`src/twrf_pkg.sv`:
```
package twrf_pkg;

  // ------------------------------------------------------------
  // word layout
  // ------------------------------------------------------------
  localparam int TAG_W   = 2;
  localparam int PAY_W   = 16;
  localparam int WORD_W  = TAG_W + PAY_W;
  localparam int SNUM_W  = 10;
  localparam int PIDX_W  = 2;
  localparam int TRIG_W  = 27;
  localparam int STAMP_W = 48;
  localparam int NPULSE  = 4;

  localparam logic [1:0] TAG_DATA   = 2'h0;
  localparam logic [1:0] TAG_STAMP  = 2'h1;
  localparam logic [1:0] TAG_HEADER = 2'h2;
  localparam logic [1:0] TAG_END    = 2'h3;

  localparam logic [3:0] PAD_ZERO   = 4'h0;
  localparam logic [4:0] TYPE_NOEVT = 5'h12;
  localparam logic [1:0] PIDX_FIRST = 2'h0;
  localparam logic [1:0] PIDX_LAST  = 2'h3;

  // field positions
  localparam int TRIG_HI_TOP = 26;
  localparam int TRIG_HI_BOT = 16;
  localparam int TRIG_LO_TOP = 15;
  localparam int ST_A_TOP    = 47;
  localparam int ST_A_BOT    = 40;
  localparam int ST_B_TOP    = 39;
  localparam int ST_B_BOT    = 24;
  localparam int ST_C_TOP    = 23;
  localparam int ST_C_BOT    = 16;
  localparam int ST_D_TOP    = 15;

  // no-event record length, locations 0..5
  localparam logic [2:0] NOEVT_LAST = 3'h5;

  typedef struct packed {
    logic [TAG_W-1:0] tag;
    logic [PAY_W-1:0] payload;
  } twrf_word_type;

  typedef enum logic [2:0] {
    ST_IDLE   = 3'b000,
    ST_HEADER = 3'b001,
    ST_DATA   = 3'b010,
    ST_END    = 3'b011,
    ST_NOEVT  = 3'b100
  } twrf_state_type;

endpackage

```
`src/twrf_formatter.sv`:
```
// Functional notes
// - pulse header: tag 10, four zeros, two-bit index, ten-bit sample number
// - pulse indices run 00..11 in order; at most four pulses per record
// - sample words tagged 00 follow their header, first to last
// - after the last sample, an end word tagged 11 with sixteen zero bits
// - no-event record: word 0 tag 00 type 10010 trigger 26-16, word 1 bits 15-0
// - no-event words 2-5 carry stamp msb first; last two words tagged 01
// - next pulse section follows prior pulse's last sample directly
// - first pulse section uses index 00
`timescale 1ns/1ns
module twrf_formatter (
  input  wire logic                   clk_sys,
  input  wire logic                   nrst,
  // window start: event record or no-event record
  input  wire logic                   startEvent,
  input  wire logic                   startNoEvent,
  input  wire logic [26:0]            trigNum,
  input  wire logic [47:0]            timeStamp,
  output logic                        startReady,
  // pulse stream
  input  wire logic                   pulseValid,
  input  wire logic [9:0]             pulseSampleNum,
  output logic                        pulseReady,
  input  wire logic                   sampleValid,
  input  wire logic [15:0]            sampleData,
  input  wire logic                   sampleLast,
  input  wire logic                   windowDone,
  output logic                        sampleReady,
  // toward readout fifo
  output logic                        fifoValid,
  input  wire logic                   fifoReady,
  output twrf_pkg::twrf_word_type     fifoWord
);

  // ------------------------------------------------------------
  // framing state
  // ------------------------------------------------------------
  twrf_pkg::twrf_state_type state_q, state_d;
  logic [1:0]              pidx_q, pidx_d;
  logic                    morePulse_q, morePulse_d;
  logic [2:0]              loc_q, loc_d;
  logic [26:0]             trig_q, trig_d;
  logic [47:0]             stamp_q, stamp_d;
  logic                    rdy_q, rdy_d;
  logic                    wValid;
  twrf_pkg::twrf_word_type wWord;
  logic                    bufReady;

  // no-event word for a location
  function automatic twrf_pkg::twrf_word_type noevtWord(input logic [2:0] loc,
      input logic [26:0] tn, input logic [47:0] ts);
    twrf_pkg::twrf_word_type w;
    w = '0;
    unique case (loc)
      3'h0: w = {twrf_pkg::TAG_DATA, twrf_pkg::TYPE_NOEVT,
                 tn[twrf_pkg::TRIG_HI_TOP:twrf_pkg::TRIG_HI_BOT]};
      3'h1: w = {twrf_pkg::TAG_DATA, tn[twrf_pkg::TRIG_LO_TOP:0]};
      3'h2: w = {twrf_pkg::TAG_DATA, 8'h00,
                 ts[twrf_pkg::ST_A_TOP:twrf_pkg::ST_A_BOT]};
      3'h3: w = {twrf_pkg::TAG_DATA, ts[twrf_pkg::ST_B_TOP:twrf_pkg::ST_B_BOT]};
      3'h4: w = {twrf_pkg::TAG_STAMP, 8'h00,
                 ts[twrf_pkg::ST_C_TOP:twrf_pkg::ST_C_BOT]};
      default: w = {twrf_pkg::TAG_STAMP, ts[twrf_pkg::ST_D_TOP:0]};
    endcase
    return w;
  endfunction

  always_comb begin
    state_d     = state_q;
    pidx_d      = pidx_q;
    morePulse_d = morePulse_q;
    loc_d       = loc_q;
    trig_d      = trig_q;
    stamp_d     = stamp_q;
    wValid      = 1'b0;
    wWord       = '0;
    pulseReady  = 1'b0;
    sampleReady = 1'b0;
    unique case (state_q)
      twrf_pkg::ST_IDLE: begin
        if (startNoEvent) begin
          trig_d  = trigNum;
          stamp_d = timeStamp;
          loc_d   = 3'h0;
          state_d = twrf_pkg::ST_NOEVT;
        end else if (startEvent) begin
          pidx_d      = twrf_pkg::PIDX_FIRST;
          morePulse_d = 1'b1;
          state_d     = twrf_pkg::ST_HEADER;
        end
      end
      twrf_pkg::ST_HEADER: begin
        if (windowDone || !morePulse_q) begin
          state_d = twrf_pkg::ST_END;
        end else begin
          wValid     = pulseValid;
          pulseReady = bufReady;
          wWord      = {twrf_pkg::TAG_HEADER, twrf_pkg::PAD_ZERO, pidx_q,
                        pulseSampleNum};
          if (pulseValid && bufReady) begin
            state_d = twrf_pkg::ST_DATA;
          end
        end
      end
      twrf_pkg::ST_DATA: begin
        wValid      = sampleValid;
        sampleReady = bufReady;
        wWord       = {twrf_pkg::TAG_DATA, sampleData};
        if (sampleValid && bufReady && sampleLast) begin
          morePulse_d = (pidx_q != twrf_pkg::PIDX_LAST);
          pidx_d      = pidx_q + 2'h1;
          state_d     = twrf_pkg::ST_HEADER;
        end
      end
      twrf_pkg::ST_END: begin
        wValid = 1'b1;
        wWord  = {twrf_pkg::TAG_END, twrf_pkg::PAD_ZERO, 12'h000};
        if (bufReady) begin
          state_d = twrf_pkg::ST_IDLE;
        end
      end
      twrf_pkg::ST_NOEVT: begin
        wValid = 1'b1;
        wWord  = noevtWord(loc_q, trig_q, stamp_q);
        if (bufReady) begin
          loc_d = loc_q + 3'h1;
          if (loc_q == twrf_pkg::NOEVT_LAST) begin
            state_d = twrf_pkg::ST_IDLE;
          end
        end
      end
      default: state_d = twrf_pkg::ST_IDLE;
    endcase
    rdy_d = (state_d == twrf_pkg::ST_IDLE);
  end

  assign startReady = rdy_q;

  always_ff @(posedge clk_sys) begin
    if (!nrst) begin
      state_q     <= twrf_pkg::ST_IDLE;
      pidx_q      <= 2'h0;
      morePulse_q <= 1'b0;
      loc_q       <= 3'h0;
      trig_q      <= '0;
      stamp_q     <= '0;
      rdy_q       <= 1'b1;
    end else begin
      state_q     <= state_d;
      pidx_q      <= pidx_d;
      morePulse_q <= morePulse_d;
      loc_q       <= loc_d;
      trig_q      <= trig_d;
      stamp_q     <= stamp_d;
      rdy_q       <= rdy_d;
    end
  end

  // ------------------------------------------------------------
  // output buffer; fifo outputs come from its storage flops
  // ------------------------------------------------------------
  twrf_skid u_skid (
    .clk_sys  (clk_sys),
    .nrst     (nrst),
    .inValid  (wValid),
    .inReady  (bufReady),
    .inWord   (wWord),
    .outValid (fifoValid),
    .outReady (fifoReady),
    .outWord  (fifoWord)
  );
endmodule // twrf_formatter

```
`src/twrf_skid.sv`:
```
`timescale 1ns/1ns
module twrf_skid (
  input  wire logic                  clk_sys,
  input  wire logic                  nrst,
  input  wire logic                  inValid,
  output logic                       inReady,
  input  wire twrf_pkg::twrf_word_type inWord,
  output logic                       outValid,
  input  wire logic                  outReady,
  output twrf_pkg::twrf_word_type    outWord
);

  // ------------------------------------------------------------
  // two-entry buffer, registered ready so a stall loses no word
  // ------------------------------------------------------------
  twrf_pkg::twrf_word_type mem_q [2];
  twrf_pkg::twrf_word_type mem_d [2];
  logic                    wrPtr_q, wrPtr_d, rdPtr_q, rdPtr_d;
  logic [1:0]              cnt_q, cnt_d;
  logic                    push, pop;

  assign push     = inValid && inReady;
  assign pop      = outValid && outReady;
  assign inReady  = (cnt_q != 2'h2);
  assign outValid = (cnt_q != 2'h0);
  assign outWord  = mem_q[rdPtr_q];

  always_comb begin
    mem_d   = mem_q;
    wrPtr_d = wrPtr_q;
    rdPtr_d = rdPtr_q;
    if (push) begin
      mem_d[wrPtr_q] = inWord;
      wrPtr_d        = ~wrPtr_q;
    end
    if (pop) begin
      rdPtr_d = ~rdPtr_q;
    end
    cnt_d = cnt_q + {1'b0, push} - {1'b0, pop};
  end

  always_ff @(posedge clk_sys) begin
    if (!nrst) begin
      mem_q[0] <= '0;
      mem_q[1] <= '0;
      wrPtr_q  <= 1'b0;
      rdPtr_q  <= 1'b0;
      cnt_q    <= 2'h0;
    end else begin
      mem_q    <= mem_d;
      wrPtr_q  <= wrPtr_d;
      rdPtr_q  <= rdPtr_d;
      cnt_q    <= cnt_d;
    end
  end

endmodule // twrf_skid

```
`config.mk`:
```
export PLATFORM = sky130hd
export DESIGN_NAME = twrf_formatter
export DESIGN_NICKNAME = d
export VERILOG_FILES = /design/src/twrf_pkg.sv /design/src/twrf_formatter.sv /design/src/twrf_skid.sv
export SDC_FILE = /design/constraint.sdc
export NUM_CORES = 1
export LEC_CHECK = 0
export BUFFER_PORTS_ARGS = -buffer_cell sky130_fd_sc_hd__buf_4
export CELL_PAD_IN_SITES_DETAIL_PLACEMENT = 1
export CELL_PAD_IN_SITES_GLOBAL_PLACEMENT = 2
export CORE_UTILIZATION = 34
export DETAILED_ROUTE_END_ITERATION = 8
export PLACE_DENSITY = 0.88
export SYNTH_ARGS = -nofsm -noshare
export SYNTH_HDL_FRONTEND = slang
export SYNTH_HIERARCHICAL = 1
export SYNTH_SLANG_ARGS = --single-unit
```
`constraint.sdc`:
```
create_clock -name clk_sys -period 3.6 [get_ports clk_sys]
set_input_delay 0.18 -clock clk_sys [delete_from_list [all_inputs] [get_ports clk_sys]]
set_output_delay 0.18 -clock clk_sys [all_outputs]
set_load 0.01 [all_outputs]
```
==> results of run 1 <==
## worst register-to-register path, delay by kind of cell (launching register included)
kind,cells,cell delay [ps]
DFF,1,400
AOI/OAI and AO/OA,2,300
and+or+nand+nor,4,1030
adders and majority gates,2,800
## cell families after synthesis
group / share of synthesized area (%)
XOR/XNOR: 0.145
adder cells (fa/ha/maj): 1.45
flip-flops: 41.4
AO/OA/AOI/OAI: 25.9
multiplexers: 3.85
AND/OR/NAND/NOR: 20.1
buffers and inverters: 7.12
## cells in the mapped netlist (10+ instances only)
master,number
a21oi_1,120
o21ai_0,31
a22oi_1,20
dfxtp_1,125
nor2_1,19
buf_2,28
o31ai_2,10
nand2_1,157
clkbuf_1,32
mux2_2,18
nand4_1,37
o31ai_1,26
## per-stage QoR
| stage | instance area (um2) | hold WS [ps] | total power (W) |
|---|---|---|---|
| floorplan | 6040 | 302 | 0.00216 |
| global placement | 7010 | 434 | 0.00237 |
| detailed placement | 7010 | 442 | 0.00241 |
| CTS | 7790 | 0.164 | 0.00440 |
| global route | 7790 | 1.70 | 0.00457 |
| finish | 7790 | 5.28 | 0.00438 |
## layer usage
layer  vias up  global-route usage [%]
met2       172                    35.9
li1       2860                       -
met4         0                    9.30
met3        39                    4.45
met5         -                       0
met1      2781                    28.3
## worst min-delay path by stage
stage                                 endpoint  slack (ps)
floorplan           u_skid/cnt_q[0]$_SDFF_PN0_         300
global placement        trig_q[2]$_SDFFE_PN0P_         430
detailed placement    stamp_q[33]$_SDFFE_PN0P_         440
CTS                   stamp_q[47]$_SDFFE_PN0P_         0.2
global route          stamp_q[41]$_SDFFE_PN0P_           2
finish                stamp_q[15]$_SDFFE_PN0P_           5
## state kept, by name (all words and copies together), names as in the netlist, 2 cells and up
register and cells:
stamp_q 48, state_q 3, loc_q 3, u_skid/cnt_q 2, u_skid/mem_q 36, trig_q 27, pidx_q 2
## repair_timing
item,4_1_cts,5_1_grt
endpoints found under the hold margin,9,0
hold buffers,9,0
gates resized for setup,0,0
endpoints found under the setup margin,0,0
## cell type report
| cell class | count | share of cell area [%] |
|---|---|---|
| Multi-Input combinational cell | 532 | 40.0 |
| Sequential cell | 125 | 32.1 |
| Tap cell | 225 | 3.61 |
| Inverter | 12 | 0.578 |
| Timing Repair Buffer | 151 | 14.8 |
| Clock inverter | 13 | 3.00 |
| Clock buffer | 19 | 5.82 |
## where the power goes
group,switching (W),internal (W)
clock network,0.000655,0.00134
registers,0.000110,0.00149
logic,0.000501,0.000291
total,0.00127,0.00311
## layout by cell type (no fill, tap or decap), types with 4 or more instances in the layout
cell | netlist | layout
nand2_1 | 157 | 157
buf_4 | 3 | 142
dfxtp_1 | 125 | 125
a21oi_1 | 120 | 120
nand4_1 | 37 | 37
o21ai_0 | 31 | 30
o31ai_1 | 26 | 26
a22oi_1 | 20 | 20
nor2_1 | 19 | 19
mux2_2 | 18 | 18
clkbuf_16 | 0 | 17
o31ai_2 | 10 | 10
nand3_1 | 9 | 9
dlygate4sd3_1 | 0 | 9
inv_1 | 8 | 8
nor3_1 | 8 | 8
ha_1 | 7 | 7
a222oi_1 | 6 | 6
and3_1 | 6 | 6
a221o_1 | 6 | 6
bufinv_16 | 0 | 6
and2_1 | 5 | 5
nor2b_1 | 4 | 4
nand2b_1 | 4 | 4
inv_2 | 4 | 4
==> impl_metrics.py, run 1 <==
metrics = {
    "outcome": {
        "status": "complete, no violations",
    },
    "die": {
        "die-height_um": 135,
        "floorplan.rows": 48,
        "design.die.area_um2": 18300,
        "floorplan.core_area_um2": 17300,
        "die_w_um": 135,
        "floorplan.initialDensity_pct": 34.9,
        "ports": 132,
    },
    "finish": {
        "ratio_of_cells_with_drive_above_1_in_the_final_layout_pct": 25.6,
        "num-fill-cells": 2073,
        "layout.nets": 956,
        "final-seq-area_um2": 2500,
        "multi_input_area_um2": 3120,
        "area_delta_synth_final_pct": 28.9,
        "antenna_cells_inserted": 0,
        "post_layout_nonfiller_instances": 1077,
        "finish.utilization_pct": 45.0,
    },
    "synth": {
        "synth.cell_area_um2": 6040,
        "synth.area.top_cells": "dfxtp_1 (41%), a21oi_1 (9.9%), nand2_1 (9.8%)",
        "synth.avg_cell_area_um2": 8.16,
        "synthFlopType": "dfxtp_1",
        "yosys_register_bits": 125,
        "postSynthCellCount": 740,
        "seq_total_area_yosys_pct": 41.4,
        "yosysWarnings": 6,
        "ys_async_sr_fraction_pct": 0,
        "post-synth-top-area-cell": "dfxtp_1",
        "synth_largest_type_area_fraction_pct": 41.4,
        "yosysUniqueCellTypes": 56,
        "mappedNetlistNets": 857,
        "synth_edf_count": 0,
    },
    "run": {
        "drv.max_cap_violation_count": 0,
    },
    "worst_setup_path": {
        "worstReg2RegEnd": "u_skid/mem_q[6]$_SDFFE_PN0P_",
        "crit_path_frequent_cell": "ha_1",
        "setup.worst_path.end": "u_skid/mem_q[6]$_SDFFE_PN0P_",
        "path_cells": "ha_1 > ha_1 > nor2_1 > and2_1 > nor3_1 > o21ai_0 > nand4_1 > a21oi_1",
        "end_kind": "flop",
        "crit_family": "simple AND/OR/NAND/NOR gates",
        "critical_path_buf_inv_count": 0,
        "timing.rr.start": "loc_q[0]$_SDFFE_PN0P_",
        "reg2reg_depth": 8,
        "arrival_ps": 2960,
        "worst_ep_required_time_ps": 3850,
        "worst_path_largest_cell_delay_ps": 630,
        "setup.reg_to_reg.worst_slack_ps": 890,
        "timing.setup.critical_path_class": "flop to flop",
        "critical_path_peak_fanout": 19,
        "crit_start_category": "flop",
        "timing.critical_path.from": "loc_q[0]$_SDFFE_PN0P_",
        "slowest_stage": "ha_1",
        "critical_path_depth": 8,
    },
    "place": {
        "post-dp-hpwl_mm": 13.6,
        "gp_congestion": 0.816,
        "post-place-ws_ps": 927,
        "dpl.cell_count": 1036,
        "portBuffers": 131,
    },
    "detailed_routing": {
        "detailroute.wirelength.met3_um": 856,
        "route.detailed.wl_per_inst_um": 18.3,
        "route.met2.wl_mm": 9.26,
        "wl_met1_mm": 8.96,
        "routed.top_layer": "met4",
        "wirelength_routed_mm": 19.7,
        "drt_pass1_iterations": 7,
        "routed_via_density": 5.43,
        "detail_route.drc_violations": 0,
        "drt_iter0_markers": 370,
        "ant_nets": 0,
        "vias": 5852,
    },
    "sta": {
        "fin_skew_ps": 8.99,
        "finalSetupTns_ps": 0,
        "post-route-period-util_pct": 75.3,
        "grt_setup_unrepaired": "false",
        "report.final.setup_viol": 0,
        "fmax_mhz": 369,
        "final.min_clock_period_ps": 2710,
        "final_hold_viol_count": 0,
        "postLayoutSetupSlackWorst_ps": 890,
        "max_slew_margin_vs_limit_pct": 17.5,
        "max_slew.worst_pin.slew_ps": 1240,
        "timing.final.max_slew_violations": 0,
    },
    "cts": {
        "ctsHtreeMaxLevel": 4,
        "cts-root-to-sink-buffers": 2,
        "cts_setup_buffers": 0,
        "clkTransAtPathRegs_ps": 60,
        "clock_sinks": 125,
        "tritoncts": "built",
        "cts_inserted_buffers": 17,
        "clk_latency_ps": 430,
        "ctsRootBufferMaster": "clkbuf_16",
    },
    "global_routing": {
        "antenna_found_initial": 0,
        "first_pass_grt_wire_length_mm": 31.0,
        "gr-total-overflow": 0,
        "grt_max_degree": 77,
        "first_global_vias": 5883,
        "grtUsageTotal_pct": 22.1,
    },
    "hold_path": {
        "hold_path_class": "input port to flop",
        "timing.hold.worst.start": "timeStamp[15]",
        "whs_path_depth": 3,
    },
    "pwr": {
        "power_leakage_nw": 2.99,
        "power_per_cell_area_nw_per_um2": 562,
        "vdd.ir_drop.worst_mv": 0.383,
    },
}
Power figures use the tool's default switching activity.
==> inputs of run 2 (changes only) <==
--- a/config.mk
+++ b/config.mk
@@ -5,12 +5,13 @@
 export SDC_FILE = /design/constraint.sdc
 export NUM_CORES = 1
 export LEC_CHECK = 0
+export ABC_AREA = 1
 export BUFFER_PORTS_ARGS = -buffer_cell sky130_fd_sc_hd__buf_4
 export CELL_PAD_IN_SITES_DETAIL_PLACEMENT = 1
 export CELL_PAD_IN_SITES_GLOBAL_PLACEMENT = 2
-export CORE_UTILIZATION = 34
+export CORE_UTILIZATION = 30
 export DETAILED_ROUTE_END_ITERATION = 8
-export PLACE_DENSITY = 0.88
+export PLACE_DENSITY = 0.84
 export SYNTH_ARGS = -nofsm -noshare
 export SYNTH_HDL_FRONTEND = slang
 export SYNTH_HIERARCHICAL = 1
==> constraint.sdc (replaced) <==
create_clock -name clk_sys -period 2.55 [get_ports clk_sys]
set_input_delay 0.1275 -clock clk_sys [delete_from_list [all_inputs] [get_ports clk_sys]]
set_output_delay 0.1275 -clock clk_sys [all_outputs]
set_load 0.01 [all_outputs]
==> run 2 against run 1 <==
Net effect: the run now ends with hold timing left; final cell count increased by 24%; synthesized cell count rose by 20%; count of clock-buffer cells in the layout up 4; area after synthesis up 0.99%; maximum frequency increased by 24%; core utilization down 2.4 points; cell area is 8.0% higher; combinational power rose by 110%; register-to-register slack lost 530 ps; flip-flop and latch count is the same; highest routed layer unchanged.
==> impl_metrics.py, run 2 <==
metrics = {
    "worst_setup_path": {
        "worst_path_largest_cell_delay_ps": 400,
        "critical_path_peak_fanout": 18,
        "setup.reg_to_reg.worst_slack_ps": 360,
        "reg2reg_depth": 11,
        "worst_ep_required_time_ps": 2890,
        "end_kind": "flop",
        "crit_start_category": "flop",
        "path_cells": "inv_1 > ha_1 > inv_1 > nor2_2 > nor2_4 > nand3_2 > nand2_1 > nand3_1 > nand2_1 > nand4_1 > a21boi_1",
        "slowest_stage": "dfxtp_1",
        "critical_path_buf_inv_count": 2,
        "timing.rr.start": "loc_q[0]$_SDFFE_PN0P_",
        "arrival_ps": 2530,
        "timing.setup.critical_path_class": "flop to flop",
        "worstReg2RegEnd": "u_skid/mem_q[9]$_SDFFE_PN0P_",
        "crit_family": "simple AND/OR/NAND/NOR gates",
    },
    "synth": {
        "seq_total_area_yosys_pct": 41.0,
        "count_leader_synth": "nand2_1",
        "mappedNetlistNets": 1002,
        "synth.area.top_cells": "dfxtp_1 (41%), nand2_1 (17%), a21oi_1 (6.9%)",
        "synthFlopType": "dfxtp_1",
        "synth.cell_area_um2": 6100,
        "post-synth-top-area-cell": "dfxtp_1",
        "yosysWarnings": 6,
        "synth_edf_count": 0,
        "synth_largest_type_area_fraction_pct": 41.0,
        "yosysUniqueCellTypes": 26,
        "ys_async_sr_fraction_pct": 0,
        "yosys_register_bits": 125,
        "netlist_top_cells_count": "nand2_1 (275), dfxtp_1 (125), a21oi_1 (84), nor2_1 (76), inv_1 (71)",
        "postSynthCellCount": 885,
        "synth.avg_cell_area_um2": 6.89,
    },
    "hold_path": {
        "timing.hold.worst.start": "trigNum[7]",
        "whs_path_depth": 3,
        "hold_path_class": "input port to flop",
        "min_to": "trig_q[7]$_SDFFE_PN0P_",
    },
    "detailed_routing": {
        "drt_pass1_iterations": 6,
        "vias": 6398,
        "wirelength_routed_mm": 20.9,
        "routed_via_density": 4.79,
        "drt_iter0_markers": 294,
        "ant_nets": 0,
        "detail_route.drc_violations": 0,
        "route.detailed.wl_per_inst_um": 15.7,
    },
    "die": {
        "die_w_um": 145,
        "floorplan.core_area_um2": 19700,
        "die-height_um": 145,
        "floorplan.initialDensity_pct": 30.9,
        "floorplan.rows": 51,
        "design.die.area_um2": 20900,
        "ports": 132,
    },
    "finish": {
        "area_delta_synth_final_pct": 37.9,
        "registers.top_by_ff_count": "stamp_q",
        "most-common-layout-cells": "nand2_1 (275), buf_4 (149), dfxtp_1 (125), a21oi_1 (84), nor2_1 (76)",
        "layout.nets": 1174,
        "layout_top_registers": "stamp_q: 48 flops, u_skid/mem_q: 36 flops, trig_q: 27 flops",
        "layout_commonest_cell": "nand2_1",
        "ratio_of_cells_with_drive_above_1_in_the_final_layout_pct": 18.1,
        "num-fill-cells": 2449,
        "largest_register_ffs": 48,
    },
    "global_routing": {
        "antenna_found_initial": 2,
        "grtUsageTotal_pct": 20.7,
        "first_pass_grt_wire_length_mm": 32.3,
        "gr-total-overflow": 0,
        "grt_max_degree": 56,
        "first_global_vias": 6361,
    },
    "cts": {
        "ctsHtreeMaxLevel": 4,
        "ctsRootBufferMaster": "clkbuf_16",
        "tritoncts": "built",
        "clk_latency_ps": 420,
        "cts_setup_buffers": 0,
        "clock_sinks": 125,
        "cts_inserted_buffers": 17,
        "clkTransAtPathRegs_ps": 50,
        "cts-root-to-sink-buffers": 2,
    },
    "sta": {
        "finalSetupTns_ps": 0,
        "postLayoutSetupSlackWorst_ps": 363,
        "final.min_clock_period_ps": 2190,
        "report.final.setup_viol": 0,
        "timing.final.max_slew_violations": 0,
        "fin_skew_ps": 5.32,
        "max_slew.worst_pin.slew_ps": 816,
        "max_slew_margin_vs_limit_pct": 45.5,
        "final_hold_viol_count": 1,
        "grt_setup_unrepaired": "false",
        "fmax_mhz": 457,
        "post-route-period-util_pct": 85.8,
        "whs_ps": -0.0781,
    },
    "place": {
        "post-place-ws_ps": 249,
        "gp_congestion": 0.822,
        "post-dp-hpwl_mm": 14.0,
        "portBuffers": 131,
    },
    "pwr": {
        "power_per_cell_area_nw_per_um2": 761,
        "power_leakage_nw": 3.72,
        "vdd.ir_drop.worst_mv": 0.478,
    },
    "outcome": {
        "violations_in_the_final_reports": "hold timing",
        "status": "finished with violations",
    },
    "run": {
        "drv.max_cap_violation_count": 0,
    },
}
-- run 2: cell types whose count changed in the layout (fill, tap and decap cells not counted), sizes merged, moves of 18 or more --
cell / delta
nor2: +60
dlygate4sd3: +53
inv: +61
mux2: -18
nand3: +39
o21ai: +30
nand2: +120
o31ai: -36
a21oi: -35
-- run 2: worst max-delay path by stage --
stage	startpoint	to	slack (ps)	cells past startpoint
final	loc_q[0]$_SDFFE_PN0P_	u_skid/mem_q[9]$_SDFFE_PN0P_	360	11
after global placement	loc_q[0]$_SDFFE_PN0P_	u_skid/mem_q[9]$_SDFFE_PN0P_	410	12
after detailed placement	loc_q[0]$_SDFFE_PN0P_	u_skid/mem_q[9]$_SDFFE_PN0P_	250	12
after global routing	loc_q[0]$_SDFFE_PN0P_	u_skid/mem_q[15]$_SDFFE_PN0P_	120	11
after CTS	loc_q[0]$_SDFFE_PN0P_	u_skid/mem_q[9]$_SDFFE_PN0P_	220	12
after floorplan	state_q[0]$_SDFF_PN0_	u_skid/cnt_q[1]$_SDFF_PN0_	340	18
-- run 2: logic make-up (layout without fill, tap and decap cells) --
group | after synthesis | count (layout) | synth area share (%)
flip-flops | 125 | 125 | 41.0
adder cells (fa/ha/maj) | 7 | 7 | 1.44
AO/OA/AOI/OAI | 178 | 178 | 16.1
XOR/XNOR | 1 | 1 | 0.144
buffers and inverters | 134 | 316 | 10.7
other | 0 | 3 | 0
AND/OR/NAND/NOR | 440 | 440 | 30.6
-- run 2: stage by stage --
stage / utilization [%] / cells / cell area [um2] / total power, W
final: 42.7 / 1335 / 8410 / 0.00640
after global routing: 42.7 / 1335 / 8410 / 0.00677
after CTS: 42.6 / 1332 / 8400 / 0.00645
after detailed placement: 36.5 / 1241 / 7200 / 0.00396
after global placement: 36.5 / 1241 / 7200 / 0.00393
after floorplan: - / 885 / 6100 / 0.00341
-- run 2: area by class of cell --
class                           count  area [um2]  area share [%]
Clock buffer                       23         498            5.92
Inverter                           75         282            3.35
Antenna cell                        3        7.51          0.0892
Clock inverter                      6        85.1            1.01
Sequential cell                   125        2500            29.7
Tap cell                          265         332            3.94
Multi-Input combinational cell    626        2950            35.0
Timing Repair Buffer              212        1760            20.9
-- run 2: power by group --
part	leakage [nW]	internal [W]	total [W]	switching (W)
clock	0.283	0.00155	0.00240	0.000857
combinational	2.41	0.000639	0.00167	0.00103
sequential	1.02	0.00218	0.00232	0.000138
-- run 2: routing by layer --
metal	share of wire, %	global-route usage (%)
met2	48	34.7
met4	2.7	8.98
met3	3.0	3.51
met5	0	0
met1	46	25.9
-- run 2: repair_timing --
item / in CTS / in global routing
hold buffers: 62 / 0
endpoints found under the setup margin: 0 / 2
endpoints found under the hold margin: 62 / 0
resized for setup: 0 / 1
-- run 2: worst register-to-register path: stages (launching register included) --
cell and delay [ps]:
dfxtp_1 400, inv_1 100, ha_1 230, inv_1 80
nor2_2 80, nor2_4 350, nand3_2 260, nand2_1 130
nand3_1 80, nand2_1 120, nand4_1 100, a21boi_1 180
